===== src/core/nce_consts.svh =====
// register map, field positions, opcodes and reset values of the core
`ifndef NCE_CONSTS_SVH
`define NCE_CONSTS_SVH
// apb register byte offsets
`define NCE_REG_EXEC      8'h00
`define NCE_REG_STATUS    8'h04
`define NCE_REG_PC        8'h08
`define NCE_REG_PORT      8'h0C
`define NCE_REG_MADDR     8'h10
`define NCE_REG_MDATA     8'h14
// field positions in the status word
`define NCE_ST_ACC        0
`define NCE_ST_LOW        4
`define NCE_ST_HIGH       8
`define NCE_ST_CF         12
`define NCE_ST_SLF        13
`define NCE_ST_PA         16
`define NCE_ST_PB         20
`define NCE_ST_RBANK      24
// field positions in the pc word
`define NCE_PC_RPC        8
`define NCE_PC_SLF        16
// field positions in the port word
`define NCE_PT_AUX        4
`define NCE_PT_P3         8
`define NCE_PT_P2         16
// output bit that steers the input path
`define NCE_P2_INSEL      13
// fixed opcodes
`define NCE_OP_CMP_LE     8'h01
`define NCE_OP_ADD_MEM    8'h06
`define NCE_OP_INC_L      8'h05
`define NCE_OP_IN         8'h08
`define NCE_OP_FLIP_H     8'h09
`define NCE_OP_OUT        8'h0A
`define NCE_OP_CLR_P2     8'h0C
`define NCE_OP_SET_P2     8'h0D
`define NCE_OP_CMP_NZ     8'h0E
`define NCE_OP_RET        8'h0F
`define NCE_OP_SUB_MEM    8'h3C
`define NCE_OP_NEG        8'h3D
`define NCE_OP_INC_MEM    8'h3E
`define NCE_OP_INC_A      8'h70
`define NCE_OP_DEC_A      8'h77
`define NCE_OP_CLR_A      8'h7F
// reset values
`define NCE_RST_CF        1'b1
`define NCE_RST_WORD      32'h0000_0000
`endif


===== src/core/nce_pkg.sv =====
// types shared by the nibble execution core
package nce_pkg;
   // apb request from the master
   typedef struct packed {
      logic        psel;
      logic        penable;
      logic        pwrite;
      logic [7:0]  paddr;
      logic [31:0] pwdata;
   } nce_apb_req_t;
   // apb answer to the master
   typedef struct packed {
      logic        pready;
      logic        pslverr;
      logic [31:0] prdata;
   } nce_apb_rsp_t;
   // carry-and-sum of a nibble operation
   typedef struct packed {
      logic       carry;
      logic [3:0] sum;
   } nce_sum_t;
endpackage


===== src/core/nce_core.sv =====
// nibble execution core with apb register access and port logic
//
// Design decisions made here: the APB register port and the register offsets.
`timescale 1ns/100ps
`include "nce_consts.svh"

module nce_core #(
   parameter int MEM_AW = 7
) (
   // clock and reset
   input  wire logic                  pclk,
   input  wire logic                  presetn,
   // apb slave
   input  wire nce_pkg::nce_apb_req_t apb_req,
   output nce_pkg::nce_apb_rsp_t      apb_rsp,
   // input pins
   input  wire logic [3:0]            key_input_nibble,
   input  wire logic [1:0]            aux_input_pair,
   // output pins
   output logic      [15:0]           single_bit_outputs,
   output logic      [4:0]            nibble_output_reg
);
   import nce_pkg::*;

   ////////////////////////////////////////////////////////////////////////
   // helpers

   // nibble add with carry out, wraps modulo sixteen
   function automatic nce_sum_t nib_add(input logic [3:0] a,
                                        input logic [3:0] b);
      logic [4:0] s;
      s = {1'b0, a} + {1'b0, b};
      return s;
   endfunction

   ////////////////////////////////////////////////////////////////////////
   // state

   logic [3:0]        acc_q;
   logic [3:0]        acc_d;
   logic [3:0]        low_q;
   logic [3:0]        low_d;
   logic [2:0]        high_q;
   logic [2:0]        high_d;
   logic              condition_flag_q;
   logic              condition_flag_d;
   logic              secondary_latch_flag_q;
   logic [3:0]        active_bank_reg_q;
   logic [3:0]        active_bank_reg_d;
   logic [3:0]        bank_buffer_reg_q;
   logic [3:0]        bank_buffer_reg_d;
   logic [3:0]        return_bank_slot_q;
   logic [3:0]        return_bank_slot_d;
   logic [5:0]        pc_q;
   logic [5:0]        pc_d;
   logic [5:0]        ret_pc_q;
   logic [5:0]        ret_pc_d;
   logic [15:0]       p2_d;
   logic [4:0]        p3_d;
   logic [7:0]        op_q;
   logic [MEM_AW-1:0] maddr_q;
   logic [3:0]        mem [0:(1<<MEM_AW)-1];

   // input synchronisers and agreed values
   logic [5:0]        in_s1_q;
   logic [5:0]        in_s2_q;
   logic [5:0]        in_s3_q;
   logic [5:0]        in_filt_q;

   ////////////////////////////////////////////////////////////////////////
   // apb decode

   wire       acc_phase  = apb_req.psel & apb_req.penable;
   wire       take       = acc_phase & apb_rsp.pready;
   wire       wr_take    = take & apb_req.pwrite;
   wire [7:0] a          = apb_req.paddr;
   wire       hit_exec   = (a == `NCE_REG_EXEC);
   wire       hit_status = (a == `NCE_REG_STATUS);
   wire       hit_pc     = (a == `NCE_REG_PC);
   wire       hit_port   = (a == `NCE_REG_PORT);
   wire       hit_maddr  = (a == `NCE_REG_MADDR);
   wire       hit_mdata  = (a == `NCE_REG_MDATA);
   wire       hit_any    = hit_exec | hit_status | hit_pc | hit_port |
                           hit_maddr | hit_mdata;
   wire       exec_go    = wr_take & hit_exec;

   // operand fetch and input selection
   wire [7:0]        op       = apb_req.pwdata[7:0];
   wire [MEM_AW-1:0] hl_addr  = MEM_AW'({high_q, low_q});
   wire [3:0]        mem_nib  = mem[hl_addr];
   wire [3:0]        key_nib  = in_filt_q[3:0];
   wire [1:0]        aux_pair = in_filt_q[5:4];
   wire              use_key  = ~single_bit_outputs[`NCE_P2_INSEL];
   wire [3:0]        in_sel   = use_key ? key_nib
                                        : {2'b00, aux_pair};

   // opcode groups with operand fields
   wire is_jump  = (op[7:6] == 2'b10);
   wire is_call  = (op[7:6] == 2'b11);
   wire is_page  = (op[7:4] == 4'h1);
   wire is_ld_l  = (op[7:4] == 4'h4);
   wire is_ld_h  = (op[7:3] == 5'b00101);
   wire is_tbit  = (op[7:2] == 6'b001110);
   wire is_addi  = (op[7:4] == 4'h7);
   wire [5:0] pc_inc = pc_q + 6'd1;

   // shared arithmetic results
   nce_sum_t add_mem;
   nce_sum_t add_imm;
   nce_sum_t inc_mem;
   nce_sum_t inc_low;
   nce_sum_t inc_acc;
   nce_sum_t dec_acc;
   nce_sum_t neg_acc;
   assign add_mem = nib_add(acc_q, mem_nib);
   assign add_imm = nib_add(acc_q, op[3:0]);
   assign inc_mem = nib_add(mem_nib, 4'h1);
   assign inc_low = nib_add(low_q, 4'h1);
   assign inc_acc = nib_add(acc_q, 4'h1);
   assign dec_acc = nib_add(acc_q, 4'hF);
   assign neg_acc = nib_add(~acc_q, 4'h1);
   wire [4:0] sub_mem = {1'b0, mem_nib} - {1'b0, acc_q};

   ////////////////////////////////////////////////////////////////////////
   // instruction effects

   // next state for the opcode on the exec write
   always_comb begin
      acc_d              = acc_q;
      low_d              = low_q;
      high_d             = high_q;
      condition_flag_d   = 1'b1;
      active_bank_reg_d  = active_bank_reg_q;
      bank_buffer_reg_d  = bank_buffer_reg_q;
      return_bank_slot_d = return_bank_slot_q;
      ret_pc_d           = ret_pc_q;
      pc_d               = pc_inc;
      p2_d               = single_bit_outputs;
      p3_d               = nibble_output_reg;
      case (op)
         `NCE_OP_CMP_LE: begin
            condition_flag_d = (acc_q <= mem_nib);
         end
         `NCE_OP_CMP_NZ: begin
            condition_flag_d = (in_sel != 4'h0);
         end
         `NCE_OP_RET: begin
            pc_d              = ret_pc_q;
            bank_buffer_reg_d = return_bank_slot_q;
            active_bank_reg_d = return_bank_slot_q;
         end
         `NCE_OP_SET_P2: begin
            p2_d[low_q] = 1'b1;
         end
         `NCE_OP_CLR_P2: begin
            p2_d[low_q] = 1'b0;
         end
         `NCE_OP_IN: begin
            acc_d = in_sel;
         end
         `NCE_OP_OUT: begin
            p3_d = {secondary_latch_flag_q, acc_q};
         end
         `NCE_OP_NEG: begin
            acc_d            = neg_acc.sum;
            condition_flag_d = (neg_acc.sum == 4'h0);
         end
         `NCE_OP_FLIP_H: begin
            high_d[2] = ~high_q[2];
         end
         `NCE_OP_CLR_A: begin
            acc_d = 4'h0;
         end
         `NCE_OP_ADD_MEM: begin
            acc_d            = add_mem.sum;
            condition_flag_d = add_mem.carry;
         end
         `NCE_OP_SUB_MEM: begin
            acc_d            = sub_mem[3:0];
            condition_flag_d = ~sub_mem[4];
         end
         `NCE_OP_INC_MEM: begin
            acc_d            = inc_mem.sum;
            condition_flag_d = inc_mem.carry;
         end
         `NCE_OP_INC_L: begin
            low_d            = inc_low.sum;
            condition_flag_d = inc_low.carry;
         end
         `NCE_OP_INC_A: begin
            acc_d            = inc_acc.sum;
            condition_flag_d = 1'b1;
         end
         `NCE_OP_DEC_A: begin
            acc_d            = dec_acc.sum;
            condition_flag_d = dec_acc.carry;
         end
         default: begin
            if (is_jump) begin
               if (condition_flag_q) begin
                  pc_d              = op[5:0];
                  active_bank_reg_d = bank_buffer_reg_q;
               end
            end else if (is_call) begin
               if (condition_flag_q) begin
                  ret_pc_d           = pc_inc;
                  return_bank_slot_d = active_bank_reg_q;
                  pc_d               = op[5:0];
                  active_bank_reg_d  = bank_buffer_reg_q;
               end
            end else if (is_tbit) begin
               condition_flag_d = mem_nib[op[1:0]];
            end else if (is_page) begin
               bank_buffer_reg_d = op[3:0];
            end else if (is_ld_l) begin
               low_d = op[3:0];
            end else if (is_ld_h) begin
               high_d = op[2:0];
            end else if (is_addi) begin
               acc_d            = add_imm.sum;
               condition_flag_d = add_imm.carry;
            end else begin
               condition_flag_d = condition_flag_q;
            end
         end
      endcase
   end

   // architectural registers, updated once per executed opcode
   always_ff @(posedge pclk or negedge presetn) begin
      if (!presetn) begin
         acc_q              <= 4'h0;
         low_q              <= 4'h0;
         high_q             <= 3'h0;
         condition_flag_q   <= `NCE_RST_CF;
         active_bank_reg_q  <= 4'h0;
         bank_buffer_reg_q  <= 4'h0;
         return_bank_slot_q <= 4'h0;
         ret_pc_q           <= 6'h00;
         single_bit_outputs <= 16'h0000;
         nibble_output_reg  <= 5'h00;
         op_q               <= 8'h00;
      end else if (exec_go) begin
         acc_q              <= acc_d;
         low_q              <= low_d;
         high_q             <= high_d;
         condition_flag_q   <= condition_flag_d;
         active_bank_reg_q  <= active_bank_reg_d;
         bank_buffer_reg_q  <= bank_buffer_reg_d;
         return_bank_slot_q <= return_bank_slot_d;
         ret_pc_q           <= ret_pc_d;
         single_bit_outputs <= p2_d;
         nibble_output_reg  <= p3_d;
         op_q               <= op;
      end
   end

   // program counter: opcode advance or software load
   always_ff @(posedge pclk or negedge presetn) begin
      if (!presetn) begin
         pc_q <= 6'h00;
      end else if (exec_go) begin
         pc_q <= pc_d;
      end else if (wr_take && hit_pc) begin
         pc_q <= apb_req.pwdata[5:0];
      end
   end

   // secondary flag is written only by software
   always_ff @(posedge pclk or negedge presetn) begin
      if (!presetn) begin
         secondary_latch_flag_q <= 1'b0;
      end else if (wr_take && hit_pc) begin
         secondary_latch_flag_q <= apb_req.pwdata[`NCE_PC_SLF];
      end
   end

   ////////////////////////////////////////////////////////////////////////
   // data memory window

   // memory address pointer for software access
   always_ff @(posedge pclk or negedge presetn) begin
      if (!presetn) begin
         maddr_q <= '0;
      end else if (wr_take && hit_maddr) begin
         maddr_q <= apb_req.pwdata[MEM_AW-1:0];
      end
   end

   // memory written only through the window, never by opcodes here
   always_ff @(posedge pclk) begin
      if (wr_take && hit_mdata) begin
         mem[maddr_q] <= apb_req.pwdata[3:0];
      end
   end

   ////////////////////////////////////////////////////////////////////////
   // input pins

   // three-stage synchroniser, value accepted when stages two and three agree
   always_ff @(posedge pclk or negedge presetn) begin
      if (!presetn) begin
         in_s1_q   <= 6'h00;
         in_s2_q   <= 6'h00;
         in_s3_q   <= 6'h00;
         in_filt_q <= 6'h00;
      end else begin
         in_s1_q <= {aux_input_pair, key_input_nibble};
         in_s2_q <= in_s1_q;
         in_s3_q <= in_s2_q;
         if (in_s2_q == in_s3_q) begin
            in_filt_q <= in_s3_q;
         end
      end
   end

   ////////////////////////////////////////////////////////////////////////
   // apb read data and answer

   wire [31:0] st_word = {4'h0, return_bank_slot_q, bank_buffer_reg_q,
                          active_bank_reg_q, 2'b00, secondary_latch_flag_q,
                          condition_flag_q, 1'b0, high_q, low_q, acc_q};
   wire [31:0] pc_word = {15'h0000, secondary_latch_flag_q, 2'b00,
                          ret_pc_q, 2'b00, pc_q};
   wire [31:0] pt_word = {single_bit_outputs, 3'b000, nibble_output_reg,
                          2'b00, aux_pair, key_nib};
   wire [31:0] rd_word = hit_exec   ? {24'h00_0000, op_q} :
                         hit_status ? st_word :
                         hit_pc     ? pc_word :
                         hit_port   ? pt_word :
                         hit_maddr  ? 32'(maddr_q) :
                         hit_mdata  ? {28'h000_0000, mem[maddr_q]} :
                                      `NCE_RST_WORD;

   // one wait state: ready rises on the second access cycle
   always_ff @(posedge pclk or negedge presetn) begin
      if (!presetn) begin
         apb_rsp <= '0;
      end else if (acc_phase && !apb_rsp.pready) begin
         apb_rsp.pready  <= 1'b1;
         apb_rsp.pslverr <= ~hit_any;
         apb_rsp.prdata  <= apb_req.pwrite ? `NCE_RST_WORD : rd_word;
      end else begin
         apb_rsp <= '0;
      end
   end

endmodule


===== config.mk =====
export PLATFORM = sky130hd
export DESIGN_NAME = nce_core
export DESIGN_NICKNAME = d
export VERILOG_FILES = /design/src/core/nce_pkg.sv /design/src/core/nce_core.sv
export VERILOG_INCLUDE_DIRS = /design/src /design/src/core
export SDC_FILE = /design/constraint.sdc
export NUM_CORES = 1
export LEC_CHECK = 0
export ABC_AREA = 1
export BUFFER_PORTS_ARGS = -buffer_cell sky130_fd_sc_hd__buf_4
export CAP_MARGIN = 20
export CORE_MARGIN = 8
export CORE_UTILIZATION = 45
export CTS_BUF_LIST = sky130_fd_sc_hd__clkbuf_4
export CTS_CLUSTER_SIZE = 20
export DETAILED_ROUTE_END_ITERATION = 7
export PLACE_DENSITY_LB_ADDON = 0.12
export SYNTH_ARGS = -nofsm -noshare
export SYNTH_HDL_FRONTEND = slang
export SYNTH_SLANG_ARGS = --single-unit
export TNS_END_PERCENT = 30

===== constraint.sdc =====
create_clock -name pclk -period 2.8 [get_ports pclk]
set_input_delay 0.7 -clock pclk [delete_from_list [all_inputs] [get_ports pclk]]
set_output_delay 0.7 -clock pclk [all_outputs]
set_load 0.01 [all_outputs]

# --- Word level (Yosys, flattened, before mapping) ---
# Memory sizes are Yosys's and may differ from the RTL's.
# Cells that the tools add are included.
op_classes:
  n_addsub: 9
  mul: 0
  n_div: 0
  n_lt_le_gt_ge: 4
  eq_ne: 47
  n_shift: 0
  n_mux: 60
  bitwise: 26
  n_reduce_logical: 33
op_table:
  columns: ["cell", "n"]
  rows:
  - ["2-to-1 mux 32 bit", 5]
  - ["2-to-1 mux 4 bit", 21]
  - ["== test 8 x 4 -> 1 bit (second input constant)", 9]
  - ["!= test 9 x 1 -> 1 bit (second input constant)", 6]
  - ["OR reduction 15 bit", 3]
  - ["case mux 4 bit (9 select lines)", 1]
  - ["2-to-1 mux 34 bit", 1]
  - ["case mux 16 bit (2 select lines)", 1]
  - ["2-to-1 mux 6 bit", 5]
  - ["== test 8 x 3 -> 1 bit (second input constant)", 3]
  - ["== test 8 x 6 -> 1 bit (second input constant)", 3]
  - ["== test 8 x 7 -> 1 bit (second input constant)", 3]
  - ["!= test 2 x 1 -> 1 bit (second input constant)", 12]
  - ["case mux 4 bit (2 select lines)", 3]
  - ["2-to-1 mux 3 bit", 6]
  - ["bitwise AND 16 bit", 1]
  - ["== test 8 x 5 -> 1 bit (second input constant)", 2]
  - ["NOT 16 bit", 1]
  - ["OR 16 bit", 1]
  - ["AND reduction 8 bit", 2]
  - ["nonzero test 16 bit", 1]
  - ["OR reduction 16 bit", 1]
  - ["OR reduction 8 bit", 2]
  - ["NOT 1 bit", 13]
  - ["other kinds (41)", 73]
totals:
  register_bits: 131
  latch_bits: 0
  ramBits: 512
  romBits: 0
  inputBits: 51
  out_inout_bits: 55
  word_cells: 202
  mem_count: 1
mem_list:
  columns: ["name", "words", "width", "rd", "rd_ports_with_merged_regs", "write_ports", "line_no", "text"]
  rows:
  - ["mem", 128, 4, 2, 0, 1, "nce_core.sv:62", "logic [3:0] mem [0:(1<<MEM_AW)-1];"]

# --- Logic depth before layout (Yosys ltp) ---
logic_depth:
  ltp_word: 9
  depth_mapped: 27
  ltp_nobuf: 24

# --- Worst setup path after synthesis ---
# OpenSTA, ideal clock, no wires.
synth_timing:
  path_type: "reg2reg"
  from: "register low_q[0]"
  to: "register condition_flag_q"
  setup_time_ns: 0.060
  t_arrival_ns: 2.943
  required_ns: 2.740
  slack_ns: -0.203
  path_stages_with_launch: 22
  path_buffers: 3
  period_less_slack_ns: 3.003
  cell_sequence: "dfrtp_1 -> buf_6 -> buf_6 -> buf_2 -> a21oi_1 -> o21ai_0 -> a21oi_1 -> nor2_1 -> nand2_1 -> nand3_1 -> nand3_1 -> nand2_1 -> ha_1 -> fa_1 -> or2_2 -> a21oi_1 -> o21ai_0 -> nand3_1 -> nor3_1 -> a21oi_1 -> nand2_1 -> nand2_1"
synth_between:
  elab_chain_len: 7
  word_cells_on_any_way: 13
  cone_classes: "add/sub: 4; order compare: 1; mux: 6; bitwise: 1; memory: 1"
synth_lines:
  columns: ["element", "line_no", "text"]
  rows:
  - ["start: declaration", "nce_core.sv:41", "logic [3:0] low_q;"]
  - ["start signal: assignment", "nce_core.sv:245", "low_q <= low_d;"]
  - ["memory (128 x 4 bit)", null, null]
  - ["binary-select mux 1 bit (select 2 bit)", "nce_core.sv:212", "condition_flag_d = mem_nib[op[1:0]];"]
  - ["2-to-1 mux 1 bit (not written as such)", "nce_core.sv:212", null]
  - ["2-to-1 mux 1 bit", "nce_core.sv:211", "end else if (is_tbit) begin"]
  - ["2-to-1 mux 1 bit", "nce_core.sv:204", "end else if (is_call) begin"]
  - ["2-to-1 mux 1 bit", "nce_core.sv:199", "if (is_jump) begin"]
  - ["case mux 1 bit (9 select lines) *", "nce_core.sv:140", "case (op)"]
  - ["end signal: assignment", "nce_core.sv:235", "condition_flag_q <= `NCE_RST_CF;"]
  - ["end signal: assignment", "nce_core.sv:247", "condition_flag_q <= condition_flag_d;"]
  - ["end: declaration", "nce_core.sv:45", "logic condition_flag_q;"]
# Every way passes the cells marked *; elsewhere a longest branch is shown, timed or not. The select of a mux whose other input is x is not followed.
# A chain may end at the register's enable or synchronous reset.

# --- Worst setup path after layout ---
layout_timing:
  from: "register low_q[0]"
  to: "register acc_q[3]"
layout_between:
  elab_chain_len: 3
  word_cells_on_any_way: 5
  cone_classes: "add/sub: 3; mux: 1; memory: 1"
layout_lines:
  columns: ["element", "line_no", "text"]
  rows:
  - ["memory (128 x 4 bit) *", null, null]
  - ["adder 4 x 1 -> 5 bit (tied with other cells)", "nce_core.sv:32", "s = {1'b0, a} + {1'b0, b};"]
  - ["case mux 4 bit (9 select lines) *", "nce_core.sv:140", null]
  - ["end signal: assignment", "nce_core.sv:232", "acc_q <= 4'h0;"]
  - ["end signal: assignment", "nce_core.sv:244", "acc_q <= acc_d;"]
  - ["end: declaration", "nce_core.sv:39", "logic [3:0] acc_q;"]
# Every way passes the cells marked *; elsewhere a longest branch is shown, timed or not.

==> run metrics <==
outcome finished, violations left; failing checks negative setup slack; Slew HR 47.84%; Iter 0 DRT Violations 3340; fin cells 5553; Min Clock Period, post-route 3.498 ns; CP Data Arrival Time 4.42 ns; Max stage delay on crit path 0.51 ns; CP Capture Type flop; number of nets in the layout 4526; grt met3 use 5.852%; TritonCTS clock tree built; Worst-path clk slew 0.06 ns; clk buf depth 3; Worst Setup Path Type reg2reg; hpwl dp 88.08 mm; GR Overflow Total 0; initial antenna violation count 5; Synth Register Bits 641; setup TNS -2.959 ns; biggest regs mem: 512 flops, apb_rsp: 32 flops, op_q: 8 flops; Core Rows 100; Synth Flop Type edfxtp_1; GRT Total Usage 30.26%; met2 Use GR 47.01%; final core occ 56.71%; # clock sinks 641; WP buf/inv 4; EDFF count, synth 512; max reg flops 512; gp weighted congestion 0.9939; reg-to-reg critical path startpoint low_q[0]; vias per cell 5.562; CP dominant cell by count nand2_2; Netlist cell types 55; R2R Path End acc_q[3]; Root Buffer clkbuf_4; num ports 106; detailed-route via count 30885; Residual DRC 0; clk_lat worst skew 1.07 ns; starting density of the core 45.16%; CTS buffer count 173; die area 0.08331 mm^2; Tcrit/Tclk final 124.9%; Reg2Reg Setup Slack -0.70 ns; P per Cell Area 459.7 mW/mm^2; Top Usage Layer GRT met2; Min-Delay Path Class in2reg; WP data required 3.72 ns; Hold EP apb_rsp[11]; Leakage Power 17.92 nW; hold path cells 4; area of the core 0.07407 mm^2; Syn Area/Cell 8.661 um^2; synthesized instance count 3862; Post-synth ARST share 20.12%; Ys Warns 0; commonest non-fill, non-tap cell in the layout nand2_1; maximum clock rate 285.9 MHz; met1 usage 40.75%; Post-Route WL 127.5 mm; Routed Antenna Nets 0; Biggest register mem; Max Clock Skew 0.06202 ns; Crit-path slowest cell dfrtp_4; WL/cell 22.96 um; share of layout cells above drive strength 1 22.09%; H-Tree Depth 4; IO Port Bufs 80; Placed Cells 5197; setup violators final 7; register area share after synthesis 55.62%; most frequent cells in the layout 1070 x nand2_1, 512 x edfxtp_1, 509 x buf_4; overall power 19.31 mW; path depth of the worst reg2reg path 22; cell family with most CP delay simple AND/OR/NAND/NOR gates; CP cell instances buf_12, buf_12, bufbuf_16, o21ai_2, o21ai_0, a21oi_1, nand2_2, nand3_4, nand2_4, nand2_2, nand2_4, ha_4, nand2_2, nor2_4, a211oi_4, nor2_2, buf_4, nor2_1, nor4_2, nand3_1, nand2_1, nand2_1; Die Ht 288.6 um; Die Width 288.6 um; first-pass GRT wire length 187.9 mm; fin. max-slew vios 0; pre-CTS setup slack -0.8013 ns; area growth from synthesis to layout 25.59%; Synth Cell Area 0.03345 mm^2; Worst IR Drop VDD 387.8 uV; RSZ-0062 raised after global routing yes; final hold violation count 0; hold_sp apb_req[34]; pin count of the biggest net entering global routing 129; drt first pass iters 6; worst-path fanout max 10; Max-Cap Viols 0; CP Launch Type flop; vias in the first global route 29672; post-route setup slack -0.6983 ns; Worst Tran Pin Value 0.7824 ns
==> area by class of cell <==
cell class | instances | area (um^2)
Sequential cell | 641 | 18620
Multi-Input combinational cell | 2548 | 12410
Timing Repair Buffer | 609 | 5746
Tap cell | 969 | 1212
Clock inverter | 61 | 361.6
Clock buffer | 240 | 1802
Timing Repair inverter | 2 | 20.02
Antenna cell | 7 | 17.52
Inverter | 476 | 1823
Fill cell | 6852 | 32060
==> where the power goes <==
part | switching, mW | leakage (nW) | internal, mW
logic | 0.401 | 10.4 | 0.159
clock network | 4.12 | 1.27 | 4.25
registers | 0.0330 | 6.24 | 10.3
total | 4.55 | 17.9 | 14.8
==> worst max path at each step <==
stage | startpoint | to | cells after the start
after floorplan | low_q[0] | acc_q[1] | 22
after global placement | low_q[3] | condition_flag_q | 21
after detailed placement | low_q[3] | condition_flag_q | 22
after CTS | low_q[0] | acc_q[3] | 24
after global routing | low_q[0] | acc_q[3] | 24
final | low_q[0] | acc_q[3] | 22
==> metal layers <==
layer	share of wire, %	wire [um]
met2	44	56330
met5	0.010	13
met4	5.2	6581
met3	10	12730
met1	41	51860
==> stage by stage <==
stage	cell area (um^2)	hold WS [ns]
after floorplan	33490	0.3312
after global placement	38580	0.3314
after detailed placement	38580	0.3347
after CTS	41550	0.03100
after global routing	42000	0.1034
final	42010	0.1118
==> what timing repair did <==
item,in CTS,in global routing
resized for setup,84,66
hold buffers,14,0
endpoints found under the hold margin,146,0
pin swaps,40,42
setup buffers,12,10
gates cloned,9,3
setup endpoints to repair,7,12
==> kinds of logic (layout without fill, tap and decap cells) <==
| kind of cell | Yosys count | in the layout | share of synthesized area (%) |
|---|---|---|---|
| xor+xnor | 17 | 17 | 0.4451 |
| buf+inv | 674 | 1388 | 8.693 |
| flops | 641 | 641 | 55.62 |
| mux | 6 | 6 | 0.2020 |
| compound gates | 770 | 770 | 12.95 |
| simple gates | 1729 | 1729 | 21.12 |
| other cells | 1 | 9 | 0.01121 |
| fa+ha+maj | 24 | 24 | 0.9651 |
==> worst reg2reg max path, stage by stage, from the launching register on <==
cell and delay (ns):
dfrtp_4 0.51, buf_12 0.19, buf_12 0.16, bufbuf_16 0.27
o21ai_2 0.13, o21ai_0 0.09, a21oi_1 0.21, nand2_2 0.17
nand3_4 0.12, nand2_4 0.07, nand2_2 0.08, nand2_4 0.07
ha_4 0.28, nand2_2 0.07, nor2_4 0.11, a211oi_4 0.06
nor2_2 0.17, buf_4 0.13, nor2_1 0.05, nor4_2 0.21
nand3_1 0.10, nand2_1 0.07, nand2_1 0.05
==> synthesized netlist by cell type (6+ instances only) <==
cell type	number	area, um^2
nand2_1	1096	4114
edfxtp_1	512	15370
inv_1	450	1689
nor2_1	320	1201
o21ai_0	301	1506
a21oi_1	223	1116
nand3_1	217	1086
dfrtp_1	128	3203
buf_2	106	530.5
o211ai_1	66	495.5
clkbuf_1	44	165.2
o22ai_1	44	275.3
a22oi_1	40	300.3
o21ai_1	37	185.2
nand4_1	33	206.5
buf_6	22	247.7
a31oi_1	21	131.4
ha_1	21	262.8
buf_4	20	150.1
inv_2	17	63.81
nor3_1	17	85.08
xor2_1	12	105.1
nand3_2	8	80.08
clkinv_1	7	26.28
nor2_2	7	43.79
a221oi_1	6	52.55
buf_1	6	22.52
mux2_2	6	67.56
nor4_1	6	37.54
Power figures use the tool's default switching activity.
